===== src/pdic_pkg.sv =====
package pdic_pkg;
    // Register offsets within the 16-byte window
    localparam logic [3:0] OFS_PORT_A1 = 4'h0;
    localparam logic [3:0] OFS_PORT_B1 = 4'h1;
    localparam logic [3:0] OFS_PORT_C1 = 4'h2;
    localparam logic [3:0] OFS_DIR1 = 4'h3;
    localparam logic [3:0] OFS_IRQ_SETUP1 = 4'h4;
    localparam logic [3:0] OFS_IRQ_PENDING = 4'h5;
    localparam logic [3:0] OFS_PORT_A2 = 4'h8;
    localparam logic [3:0] OFS_PORT_B2 = 4'h9;
    localparam logic [3:0] OFS_PORT_C2 = 4'ha;
    localparam logic [3:0] OFS_DIR2 = 4'hb;
    localparam logic [3:0] OFS_IRQ_SETUP2 = 4'hc;
    // Direction word bit positions
    localparam int DIR_C_LOW_POS = 0;
    localparam int DIR_B_POS = 1;
    localparam int DIR_C_HIGH_POS = 3;
    localparam int DIR_A_POS = 4;
    // Interrupt setup and pending bit positions
    localparam int IRQ_ENABLE_POS = 2;
    localparam int GROUP1_PENDING_POS = 0;
    localparam int GROUP2_PENDING_POS = 4;
    // Values after reset
    localparam logic [3:0] DIR_RESET = 4'hf;
    localparam logic [2:0] IRQ_SETUP_RESET = 3'h0;
    localparam logic [7:0] OUT_RESET = 8'h00;
    // Interrupt trigger modes
    typedef enum logic [1:0] {
        MODE_LOW_LEVEL = 2'b00,
        MODE_HIGH_LEVEL = 2'b01,
        MODE_FALL_EDGE = 2'b10,
        MODE_RISE_EDGE = 2'b11
    } pdic_mode_e;
    // Direction bits, one means input
    typedef struct packed {
        logic dir_a_bit;
        logic dir_c_high_bit;
        logic dir_b_bit;
        logic dir_c_low_bit;
    } pdic_dir_s;
    // Interrupt setup of one group
    typedef struct packed {
        logic irq_enable_bit;
        pdic_mode_e mode;
    } pdic_irq_s;
endpackage


===== src/pdic_top.sv =====
`timescale 1ns/1ps
// What this block does
// - Direction bits 0, 1 steer C low, B
// - Direction bit 3 steers C high nibble
// - Direction bit 4 steers whole port A
// - Reset makes all ports inputs
// - Direction bits 2, 5, 6, 7 ignored
// - Enabled group interrupts from port A bit 0
// - Interrupt enable gates; resets to zero
// - Mode: low, high, falling, rising
// - Reading offset 5 clears pending flags
// - Pending in D0 and D4, rest zero
// - Setup registers at 4 and C, readable
// - Output registers keep writes either direction
// - Output ports read back driven value
module pdic_top
    import pdic_pkg::*;
(
    input wire logic CLOCK_I,
    input wire logic RST_N_I,
    input wire logic [3:0] ADDR_I,
    input wire logic RD_I,
    input wire logic WR_I,
    input wire logic [7:0] WDATA_I,
    output logic [7:0] RDATA_O,
    input wire logic [23:0] PIN1_I,
    output logic [23:0] PIN1_O,
    output logic [23:0] PIN1_OE_N_O,
    input wire logic [23:0] PIN2_I,
    output logic [23:0] PIN2_O,
    output logic [23:0] PIN2_OE_N_O,
    output logic IRQ_O
);
    logic [7:0] rdata1;
    logic [7:0] rdata2;
    pdic_irq_s setup1;
    pdic_irq_s setup2;
    logic trig1;
    logic trig2;
    logic group1_pending_reg;
    logic group2_pending_reg;
    logic status_rd;
    logic grp2;
    logic [1:0] sel;

    // Port data offsets are 0 to 2 within either group
    function automatic logic is_port_ofs(input logic [3:0] a);
        return a[2:0] <= OFS_PORT_C1[2:0];
    endfunction

    ////////////////////////////////////////////////////////////////////////////
    // Address decode; bit 3 picks the group
    assign grp2 = ADDR_I[3];
    assign sel = (ADDR_I[2:0] == OFS_IRQ_SETUP1[2:0]) ? 2'h3 : ADDR_I[1:0];
    assign status_rd = RD_I && ADDR_I == OFS_IRQ_PENDING;

    pdic_group u_group1 (
        .clk_i(CLOCK_I),
        .rst_n_i(RST_N_I),
        .wr_dir_i(WR_I && ADDR_I == OFS_DIR1),
        .wr_irq_i(WR_I && ADDR_I == OFS_IRQ_SETUP1),
        .port_sel_i(sel),
        .wr_port_i(WR_I && !grp2 && is_port_ofs(ADDR_I)),
        .wdata_i(WDATA_I),
        .pin_i(PIN1_I),
        .pin_o(PIN1_O),
        .pin_oe_n_o(PIN1_OE_N_O),
        .rdata_o(rdata1),
        .irq_setup_o(setup1),
        .trigger_o(trig1)
    );

    pdic_group u_group2 (
        .clk_i(CLOCK_I),
        .rst_n_i(RST_N_I),
        .wr_dir_i(WR_I && ADDR_I == OFS_DIR2),
        .wr_irq_i(WR_I && ADDR_I == OFS_IRQ_SETUP2),
        .port_sel_i(sel),
        .wr_port_i(WR_I && grp2 && is_port_ofs(ADDR_I)),
        .wdata_i(WDATA_I),
        .pin_i(PIN2_I),
        .pin_o(PIN2_O),
        .pin_oe_n_o(PIN2_OE_N_O),
        .rdata_o(rdata2),
        .irq_setup_o(setup2),
        .trigger_o(trig2)
    );

    ////////////////////////////////////////////////////////////////////////////
    // Pending flags: a trigger in the clearing read's cycle wins, so none is lost
    always_ff @(posedge CLOCK_I or negedge RST_N_I) begin
        if (!RST_N_I) begin
            group1_pending_reg <= 1'b0;
            group2_pending_reg <= 1'b0;
        end else begin
            group1_pending_reg <= (setup1.irq_enable_bit && trig1)
                                || (group1_pending_reg && !status_rd);
            group2_pending_reg <= (setup2.irq_enable_bit && trig2)
                                || (group2_pending_reg && !status_rd);
        end
    end

    // Request follows the pending flags, registered for a clean output
    always_ff @(posedge CLOCK_I or negedge RST_N_I) begin
        if (!RST_N_I) begin
            IRQ_O <= 1'b0;
        end else begin
            IRQ_O <= group1_pending_reg || group2_pending_reg;
        end
    end

    ////////////////////////////////////////////////////////////////////////////
    // Read data registered one cycle after RD_I; direction words read zero
    always_ff @(posedge CLOCK_I or negedge RST_N_I) begin
        if (!RST_N_I) begin
            RDATA_O <= 8'h00;
        end else if (RD_I) begin
            case (ADDR_I)
                OFS_IRQ_PENDING: RDATA_O <= {3'h0, group2_pending_reg, 3'h0,
                                             group1_pending_reg};
                OFS_PORT_A1, OFS_PORT_B1, OFS_PORT_C1, OFS_IRQ_SETUP1: RDATA_O <= rdata1;
                OFS_PORT_A2, OFS_PORT_B2, OFS_PORT_C2, OFS_IRQ_SETUP2: RDATA_O <= rdata2;
                default: RDATA_O <= 8'h00;
            endcase
        end
    end

    ////////////////////////////////////////////////////////////////////////////
    AST_CLEAR_ON_READ: assert property (@(posedge CLOCK_I) disable iff (!RST_N_I)
        status_rd && !(setup1.irq_enable_bit && trig1) |=> !group1_pending_reg)
        else $error("status read did not clear group 1");
    AST_STATUS_LAYOUT: assert property (@(posedge CLOCK_I) disable iff (!RST_N_I)
        status_rd |=> RDATA_O == {3'h0, $past(group2_pending_reg), 3'h0,
                                  $past(group1_pending_reg)})
        else $error("status layout wrong");
    AST_ENABLE_GATES: assert property (@(posedge CLOCK_I) disable iff (!RST_N_I)
        !group2_pending_reg && !setup2.irq_enable_bit |=> !group2_pending_reg)
        else $error("disabled group went pending");
    AST_PENDING_SET: assert property (@(posedge CLOCK_I) disable iff (!RST_N_I)
        setup1.irq_enable_bit && trig1 |=> group1_pending_reg ##1 IRQ_O)
        else $error("trigger did not raise request");
    AST_SETUP_READ: assert property (@(posedge CLOCK_I) disable iff (!RST_N_I)
        RD_I && ADDR_I == OFS_IRQ_SETUP2 |=> RDATA_O == {5'h00, $past(setup2)})
        else $error("setup readback wrong");
    AST_REQ_IDLE: assert property (@(posedge CLOCK_I) disable iff (!RST_N_I)
        !group1_pending_reg && !group2_pending_reg |=> !IRQ_O)
        else $error("request without pending");
    // Group 2 mirrors the group 1 clear and set checks, group 1 the gate check
    AST_CLEAR_ON_READ2: assert property (@(posedge CLOCK_I) disable iff (!RST_N_I)
        status_rd && !(setup2.irq_enable_bit && trig2) |=> !group2_pending_reg)
        else $error("status read did not clear group 2");
    AST_ENABLE_GATES1: assert property (@(posedge CLOCK_I) disable iff (!RST_N_I)
        !group1_pending_reg && !setup1.irq_enable_bit |=> !group1_pending_reg)
        else $error("disabled group 1 went pending");
    AST_PENDING_SET2: assert property (@(posedge CLOCK_I) disable iff (!RST_N_I)
        setup2.irq_enable_bit && trig2 |=> group2_pending_reg ##1 IRQ_O)
        else $error("group 2 trigger did not raise request");
    // A pending flag only leaves through a status read
    AST_PENDING_HOLD1: assert property (@(posedge CLOCK_I) disable iff (!RST_N_I)
        group1_pending_reg && !status_rd |=> group1_pending_reg)
        else $error("group 1 pending lost without a read");
    AST_PENDING_HOLD2: assert property (@(posedge CLOCK_I) disable iff (!RST_N_I)
        group2_pending_reg && !status_rd |=> group2_pending_reg)
        else $error("group 2 pending lost without a read");
    AST_REQ_SET: assert property (@(posedge CLOCK_I) disable iff (!RST_N_I)
        group1_pending_reg || group2_pending_reg |=> IRQ_O)
        else $error("pending without request");
    // Read side: setup readback, write-only words, unused status bits, data hold
    AST_SETUP_READ1: assert property (@(posedge CLOCK_I) disable iff (!RST_N_I)
        RD_I && ADDR_I == OFS_IRQ_SETUP1 |=> RDATA_O == {5'h00, $past(setup1)})
        else $error("group 1 setup readback wrong");
    AST_DIR_READ_ZERO: assert property (@(posedge CLOCK_I) disable iff (!RST_N_I)
        RD_I && (ADDR_I == OFS_DIR1 || ADDR_I == OFS_DIR2) |=> RDATA_O == 8'h00)
        else $error("direction word read back non-zero");
    AST_STATUS_ZERO: assert property (@(posedge CLOCK_I) disable iff (!RST_N_I)
        status_rd |=> (RDATA_O & 8'hee) == 8'h00)
        else $error("unused status bits set");
    AST_RDATA_HOLD: assert property (@(posedge CLOCK_I) disable iff (!RST_N_I)
        !RD_I |=> $stable(RDATA_O))
        else $error("read data changed without a read");
    COV_STATUS_READ: cover property (@(posedge CLOCK_I) group1_pending_reg && status_rd);
    COV_BOTH_PENDING: cover property (@(posedge CLOCK_I) group1_pending_reg && group2_pending_reg);
    COV_DIR_WRITE: cover property (@(posedge CLOCK_I) WR_I && ADDR_I == OFS_DIR2);
    COV_EDGE_LATCH: cover property (@(posedge CLOCK_I) setup1.mode == MODE_RISE_EDGE && trig1);
    COV_LEVEL_REARM: cover property (@(posedge CLOCK_I) status_rd && setup2.irq_enable_bit && trig2);
endmodule


===== src/pdic_group.sv =====
`timescale 1ns/1ps
// One 24-bit group: output registers, direction, pin enables, trigger detect
module pdic_group
    import pdic_pkg::*;
(
    input wire logic clk_i,
    input wire logic rst_n_i,
    input wire logic wr_dir_i,
    input wire logic wr_irq_i,
    input wire logic [1:0] port_sel_i,
    input wire logic wr_port_i,
    input wire logic [7:0] wdata_i,
    input wire logic [23:0] pin_i,
    output logic [23:0] pin_o,
    output logic [23:0] pin_oe_n_o,
    output logic [7:0] rdata_o,
    output pdic_irq_s irq_setup_o,
    output logic trigger_o
);
    logic [7:0] out_a_reg;
    logic [7:0] out_b_reg;
    logic [7:0] out_c_reg;
    pdic_dir_s dir_reg;
    pdic_irq_s irq_reg;
    logic [23:0] sync1_reg;
    logic [23:0] sync2_reg;
    logic [23:0] sync3_reg;
    logic [23:0] pin_level_reg;
    logic bit0_prev_reg;
    logic [23:0] in_mask;

    // Expand direction bits to a per-pin input mask
    assign in_mask = {{4{dir_reg.dir_c_high_bit}}, {4{dir_reg.dir_c_low_bit}},
                      {8{dir_reg.dir_b_bit}}, {8{dir_reg.dir_a_bit}}};
    assign irq_setup_o = irq_reg;

    // Output registers keep writes in either direction
    always_ff @(posedge clk_i or negedge rst_n_i) begin
        if (!rst_n_i) begin
            out_a_reg <= OUT_RESET;
            out_b_reg <= OUT_RESET;
            out_c_reg <= OUT_RESET;
        end else if (wr_port_i) begin
            case (port_sel_i)
                2'h0: out_a_reg <= wdata_i;
                2'h1: out_b_reg <= wdata_i;
                2'h2: out_c_reg <= wdata_i;
                default: out_a_reg <= out_a_reg;
            endcase
        end
    end

    // Direction word; unused bits 2, 5, 6, 7 are dropped
    always_ff @(posedge clk_i or negedge rst_n_i) begin
        if (!rst_n_i) begin
            dir_reg <= DIR_RESET;
        end else if (wr_dir_i) begin
            dir_reg.dir_c_low_bit <= wdata_i[DIR_C_LOW_POS];
            dir_reg.dir_b_bit <= wdata_i[DIR_B_POS];
            dir_reg.dir_c_high_bit <= wdata_i[DIR_C_HIGH_POS];
            dir_reg.dir_a_bit <= wdata_i[DIR_A_POS];
        end
    end

    // Interrupt setup register
    always_ff @(posedge clk_i or negedge rst_n_i) begin
        if (!rst_n_i) begin
            irq_reg <= IRQ_SETUP_RESET;
        end else if (wr_irq_i) begin
            irq_reg <= pdic_irq_s'(wdata_i[IRQ_ENABLE_POS:0]);
        end
    end

    // Pins pass three flops; a change counts once stages two and three agree
    always_ff @(posedge clk_i or negedge rst_n_i) begin
        if (!rst_n_i) begin
            sync1_reg <= '1;
            sync2_reg <= '1;
            sync3_reg <= '1;
            pin_level_reg <= '1;
            bit0_prev_reg <= 1'b1;
        end else begin
            sync1_reg <= pin_i;
            sync2_reg <= sync1_reg;
            sync3_reg <= sync2_reg;
            pin_level_reg <= (sync2_reg & ~(sync2_reg ^ sync3_reg))
                           | (pin_level_reg & (sync2_reg ^ sync3_reg));
            bit0_prev_reg <= pin_level_reg[0];
        end
    end

    // Drive pins from registered outputs, enable low while driving
    always_ff @(posedge clk_i or negedge rst_n_i) begin
        if (!rst_n_i) begin
            pin_o <= '0;
            pin_oe_n_o <= '1;
        end else begin
            pin_o <= {out_c_reg, out_b_reg, out_a_reg};
            pin_oe_n_o <= in_mask;
        end
    end

    // Read mux: outputs read back the driven value, inputs the pin
    always_comb begin
        logic [23:0] view;
        view = (pin_level_reg & in_mask) | ({out_c_reg, out_b_reg, out_a_reg} & ~in_mask);
        case (port_sel_i)
            2'h0: rdata_o = view[7:0];
            2'h1: rdata_o = view[15:8];
            2'h2: rdata_o = view[23:16];
            default: rdata_o = {5'h00, irq_reg};
        endcase
    end

    // Trigger from port A bit zero in the selected mode
    always_comb begin
        case (irq_reg.mode)
            MODE_LOW_LEVEL: trigger_o = ~pin_level_reg[0];
            MODE_HIGH_LEVEL: trigger_o = pin_level_reg[0];
            MODE_FALL_EDGE: trigger_o = bit0_prev_reg & ~pin_level_reg[0];
            MODE_RISE_EDGE: trigger_o = ~bit0_prev_reg & pin_level_reg[0];
            default: trigger_o = 1'b0;
        endcase
    end

    AST_DIR_RESET: assert property (@(posedge clk_i) $rose(rst_n_i) |-> dir_reg == DIR_RESET)
        else $error("direction not all inputs after reset");
    AST_DIR_WRITE: assert property (@(posedge clk_i) disable iff (!rst_n_i)
        wr_dir_i |=> dir_reg.dir_a_bit == $past(wdata_i[DIR_A_POS])
            && dir_reg.dir_c_high_bit == $past(wdata_i[DIR_C_HIGH_POS]))
        else $error("direction word not loaded");
    AST_OE_FOLLOWS: assert property (@(posedge clk_i) disable iff (!rst_n_i)
        wr_dir_i ##1 !wr_dir_i |=> pin_oe_n_o[7:0] == {8{dir_reg.dir_a_bit}})
        else $error("port A enable disagrees with direction");
    AST_OUT_KEEP: assert property (@(posedge clk_i) disable iff (!rst_n_i)
        wr_port_i && port_sel_i == 2'h0 && !wr_dir_i ##1 !wr_dir_i
            |=> pin_o[7:0] == $past(wdata_i, 2))
        else $error("preset value not driven");
endmodule


===== config.mk =====
export PLATFORM = sky130hd
export DESIGN_NAME = pdic_top
export DESIGN_NICKNAME = d
export VERILOG_FILES = /design/src/pdic_pkg.sv /design/src/pdic_top.sv /design/src/pdic_group.sv
export SDC_FILE = /design/constraint.sdc
export NUM_CORES = 1
export LEC_CHECK = 0
export ABC_AREA = 1
export ABC_CLOCK_PERIOD_IN_PS = 1500
export BUFFER_PORTS_ARGS = -buffer_cell sky130_fd_sc_hd__buf_2
export CAP_MARGIN = 0
export CORE_MARGIN = 2
export CORE_UTILIZATION = 50
export CTS_BUF_LIST = sky130_fd_sc_hd__clkbuf_8
export DETAILED_ROUTE_END_ITERATION = 8
export MAX_ROUTING_LAYER = met4
export PLACE_DENSITY = 0.83
export SLEW_MARGIN = 5
export SYNTH_ARGS = -nofsm -noshare
export SYNTH_HDL_FRONTEND = slang
export SYNTH_HIERARCHICAL = 1
export SYNTH_SLANG_ARGS = --single-unit

===== constraint.sdc =====
create_clock -name CLOCK_I -period 1.5 [get_ports CLOCK_I]
set_input_delay 0.375 -clock CLOCK_I [delete_from_list [all_inputs] [get_ports CLOCK_I]]
set_output_delay 0.375 -clock CLOCK_I [all_outputs]
set_load 0.05 [all_outputs]

-- After elaboration in Yosys (flattened, before gate mapping)
Cells that the tools add are included.
- div/mod/pow operators: 0
- reductions and logical operators: 30
- magnitude comparators: 1
- add/subtract/negate cells: 0
- shift-type cells: 0
- $mul: 0
- multiplexer cells: 6
- bitwise gates (word level): 26
- eq/ne operators: 19
- operator list (kind ; count):
    AND 24 bit ; 8
    NOT 24 bit ; 4
    OR 24 bit ; 4
    one-hot mux 8 bit (3 select lines) ; 3
    XOR 24 bit ; 2
    == test 4 bit (second input constant) ; 5
    logical AND 1 bit ; 13
    AND reduction 2 bit ; 6
    == test 2 bit (second input constant) ; 5
    == test 4 x 2 -> 1 bit (second input constant) ; 2
    == test 4 x 3 -> 1 bit (second input constant) ; 2
    one-hot mux 1 bit (4 select lines) ; 2
    OR reduction 4 bit ; 2
    == test 2 x 1 -> 1 bit (second input constant) ; 3
    logical NOT 2 bit ; 3
    AND 1 bit ; 4
    == test 4 x 1 -> 1 bit (second input constant) ; 1
    logical NOT 4 bit ; 1
    NOT 1 bit ; 4
    == test 3 bit (second input constant) ; 1
    less-or-equal comparator 3 x 2 -> 1 bit (second input constant) ; 1
    logical OR 1 bit ; 3
    logical NOT 1 bit ; 2
    two-way mux 2 bit ; 1
- register bits after elaboration: 357
- bits in writable memories: 0
- memory bits (read-only): 0
- bits in latches: 0
- input bits: 64
- memories kept: 0

-- Depth between registers and ports, before layout
- word-level depth: 5
- gate-level depth with buffers: 11
- depth with buffers taken out: 11

-- Hierarchy
Netlist, hierarchy kept.
- modules (own cells, without submodules) (module ; area each (um^2) ; cells an instance ; instances):
    pdic_group (u_group2) ; 5398.9 ; 392 ; 1
    pdic_group (u_group1) ; 5395.2 ; 390 ; 1
    pdic_top ; 668.1 ; 95 ; 1

-- Least setup slack after synthesis
No wires, ideal clock.
- path type: input to register
- start: input ADDR_I[3]
- end: register u_group1.out_a_reg[5]
- data required time: 1.377 ns
- setup slack: -0.223 ns
- arrival time: 1.601 ns
- cell stages on the path: 6
- cells stage by stage: buf_2 -> nor3_1 -> nand2_2 -> buf_2 -> nand2_1 -> o21ai_1
- word-level cells in the longest chain between the ends: 4
- RTL lines (item ; line ; text):
    start: declaration ; pdic_top.sv:21 ; input wire logic [3:0] ADDR_I,
    logical NOT 1 bit ; pdic_top.sv:63 ; .wr_port_i(WR_I && !grp2 && is_port_ofs(ADDR_I)),
    logical AND 1 bit (2 in a row) ; pdic_top.sv:63 ;
    AND reduction 2 bit (no source line) ; n/a ;
    end signal: assignment ; pdic_group.sv:45 ; 2'h0: out_a_reg <= wdata_i;
    end signal: assignment ; pdic_group.sv:48 ; default: out_a_reg <= out_a_reg;
    end: declaration ; pdic_group.sv:20 ; logic [7:0] out_a_reg;
No other way between the ends.
A chain may end at the register's enable or synchronous reset.

-- Worst setup path in the final report
- start: register u_group1/pin_oe_n_o[20] (netlist name)
- end: output PIN1_OE_N_O[23]
- RTL lines (item ; line ; text):
    end: declaration ; pdic_top.sv:28 ; output logic [23:0] PIN1_OE_N_O,
No word-level cell between the ends.

==> impl_metrics.csv <==
group,metric,value,unit
run_status,status,"complete, but fails checks",
run_status,violations,"setup timing",
synth,muxShareOfSynthArea,0,
cells_and_area,fin_area,14930,um^2
clocking,cts_buffer_depth,3,
global_route,overflow,0,
power_and_ir_drop,p_clk_frac,0.298,
clocking,numCtsBuffers,50,
global_route,grt_pass1_vias,7485,
detailed_routing,route.vias.total,7234,
floorplan,core,22570,um^2
timing,rsz0062_at_grt,"true",
cells_and_area,fin_nets,1204,
detailed_routing,drc,0,
hold_path,holdPathEnd,"u_group1/dir_reg[3]$_DFFE_PN1P_",
timing,hold_violations,0,
power_and_ir_drop,irDropWorstVdd,0.6969,mV
floorplan,die_w,155.4,um
power_and_ir_drop,p_sw,8.037,mW
synth,syn_area,11460,um^2
timing,relSlewSlack,0.7305,
power_and_ir_drop,pwr-share-comb,0.245,
critical_path,required,1.12,ns
flow_run,maxCapViolations,0,
hold_path,hold_class,"input port to register",
synth,synth_seq_area_share,0.7281,
clocking,clock-sinks,323,
synth,synth_top_flop_cell,"dfstp_2",
synth,syn-num-nets,941,
cells_and_area,mostFrequentLayoutCell,"dfstp_2",
timing,slew_viol_final,0,
critical_path,reg2regPathDepth,7,
global_route,grt_pass1_wl,39800,um
detailed_routing,firstDrtPassIters,5,
critical_path,cp_max_fo,4,
synth,synth-xor-area-share,0,
power_and_ir_drop,seqPwrFrac,0.458,
power_and_ir_drop,p_leak,6.950,nW
synth,synthSimpleGateAreaFrac,0.1065,
detailed_routing,postRouteAntennaNets,0,
critical_path,cp-start-kind,"register",
critical_path,end_kind,"output pin",
synth,ys_seq_elements,323,
place,placed_area,12650,um^2
synth,synth_top_family_by_area,"simple AND/OR/NAND/NOR gates",
hold_path,hold_path.startpoint,"WDATA_I[4]",
floorplan,row_count,55,
timing,layout_setup_ws,-0.2690,ns
critical_path,rrSetupSlack,-0.02,ns
critical_path,r2r-start,"u_group2/dir_reg[1]$_DFFE_PN1P_",
detailed_routing,drtIter0Drc,487,
hold_path,holdPathStages,3,
synth,synth_edf_count,0,
critical_path,arrival,1.39,ns
synth,syn_inst,877,
synth,syn_avg_cell_area,13.07,um^2
place,port_buffers,168,
floorplan,start_util,0.5078,
cells_and_area,drive_above_1_share,0.4949,
detailed_routing,routed_via_density,4.935,
cells_and_area,layout_common_cells,"dfstp_2 (209), nand2_1 (167), dfrtp_1 (111)",
global_route,grt_max_degree,48,
detailed_routing,drt-total-wl,25830,um
timing,tightest_slew,0.4000,ns
synth,synth_fa_ha_area_frac,0.04192,
floorplan,die_area,24150,um^2
place,dp_hpwl,17270,um
power_and_ir_drop,p_sw_frac,0.3291,
synth,async_flop_share,1.000,
synth,yosys_warnings,6,
clocking,clock_latency,0.55,ns
floorplan,num_io_pins,169,
power_and_ir_drop,power_density,1635,nW/um^2
critical_path,r2r_end,"RDATA_O[5]$_DFFE_PN0P_",
synth,synth_compound_area_frac,0.05938,
power_and_ir_drop,p_int,16.39,mW
timing,fmax,565.3,MHz
global_route,antenna_found_initial,3,
clocking,cts_root_buf,"clkbuf_8",
critical_path,criticalPathCategory,"register to output pin",
timing,finalCriticalPeriod,1.769,ns
synth,synth.distinct_cells,26,
detailed_routing,wl_per_cell,17.62,um
global_route,grt_usage,0.2207,
floorplan,die_y,155.4,um
timing,fin_worst_skew,0.01306,ns
cells_and_area,area_growth,30.28,%
clocking,cts_htree_levels,2,
clocking,tritoncts,"yes",
place,routabilityCongestion,0.8481,
timing,setup_viol,52,
power_and_ir_drop,power,24.42,mW
clocking,clk_pin_slew,0.07,ns
timing,min_period_over_period,1.179,
## timing repair
item / 4_1_cts / 5_1_grt
hold buffers: 49 / 0
setup buffers: 4 / 13
pin swaps: 0 / 4
endpoints found under the setup margin: 105 / 100
resized for setup: 153 / 51
endpoints found under the hold margin: 74 / 0
## critical path, stage by stage, from the launching register on
cell and delay, ns:
dfstp_2 0.60, buf_6 0.12, buf_8 0.13
## cells by family after synthesis
family / after synthesis
AND/OR/NAND/NOR: 265
flip-flops: 323
AO/OA/AOI/OAI: 98
adder cells (fa/ha/maj): 48
buffers and inverters: 143
## how the worst max path moves through the flow
| stage | start | to | slack [ns] | cells after the start |
|---|---|---|---|---|
| after floorplan | ADDR_I[1] | RDATA_O[4]$_DFFE_PN0P_ | -0.02 | 11 |
| after global placement | ADDR_I[0] | RDATA_O[3]$_DFFE_PN0P_ | -0.30 | 12 |
| after detailed placement | ADDR_I[0] | RDATA_O[3]$_DFFE_PN0P_ | -0.34 | 12 |
| after CTS | u_group2/pin_oe_n_o[7]$_DFF_PN1_ | PIN2_OE_N_O[0] | -0.27 | 1 |
| after global routing | u_group1/pin_oe_n_o[20]$_DFF_PN1_ | PIN1_OE_N_O[23] | -0.32 | 2 |
| final | u_group1/pin_oe_n_o[20]$_DFF_PN1_ | PIN1_OE_N_O[23] | -0.27 | 2 |
## synth_stat cells (5+ instances only)
cell      number  area (um^2)
nor2_1         8        30.03
a21oi_1        5        25.02
o21ai_1       10        50.05
dfstp_2      210         5518
nand3_1       41        205.2
buf_4         40        300.3
buf_2          5        25.02
nand4_1        6        37.54
o211ai_1      28        210.2
or2_2          8        50.05
nand2_4        6        67.56
maj3_1        48        480.5
inv_2          8        30.03
nor2_4         6        67.56
nand2_2       12        75.07
o21ai_0       23        115.1
nand2_1      171        641.9
o21ai_2       32        280.3
dfrtp_1      113         2828
clkbuf_1       6        22.52
inv_1         79        296.5
## cell type report
| class | instances | area, um^2 |
|---|---|---|
| clock inverters | 28 | 167.7 |
| multi-input cells | 411 | 2445 |
| diodes | 3 | 7.507 |
| repair buffers | 267 | 2412 |
| well taps | 285 | 356.6 |
| fillers | 1566 | 7639 |
| clock buffers | 62 | 853.3 |
| inverters | 87 | 339.1 |
| flip-flops and latches | 323 | 8352 |
## power by group through the flow
stage	clock [mW]	sequential (mW)	combinational, mW
floorplan	0	12.2	2.59
global placement	0	11.1	4.80
detailed placement	0	11.2	4.89
CTS	7.42	11.1	5.59
global route	7.91	11.3	6.29
finish	7.27	11.2	5.98
## layer usage
metal / share of wire / up-vias / global-route usage
met1: 0.42 / 3576 / 0.2911
met5: 0 / - / -
met2: 0.48 / 263 / 0.3340
met4: 0.031 / 0 / 0.08694
li1: - / 3332 / -
met3: 0.067 / 63 / 0.05320
## through the flow
stage | TNS, ns | instances | hold slack (ns) | worst slack [ns] | utilization
after global placement | -11.42 | 1307 | 0.2958 | -0.2979 | 0.5604
after global routing | -14.60 | 1466 | 0.09604 | -0.3150 | 0.6616
after floorplan | -0.1352 | 877 | 0.07941 | -0.02043 | -
final | -11.32 | 1466 | 0.1019 | -0.2690 | 0.6616
after detailed placement | -13.37 | 1307 | 0.2940 | -0.3371 | 0.5604
after CTS | -12.07 | 1450 | 0.08590 | -0.2695 | 0.6483
Power figures use the tool's default switching activity.
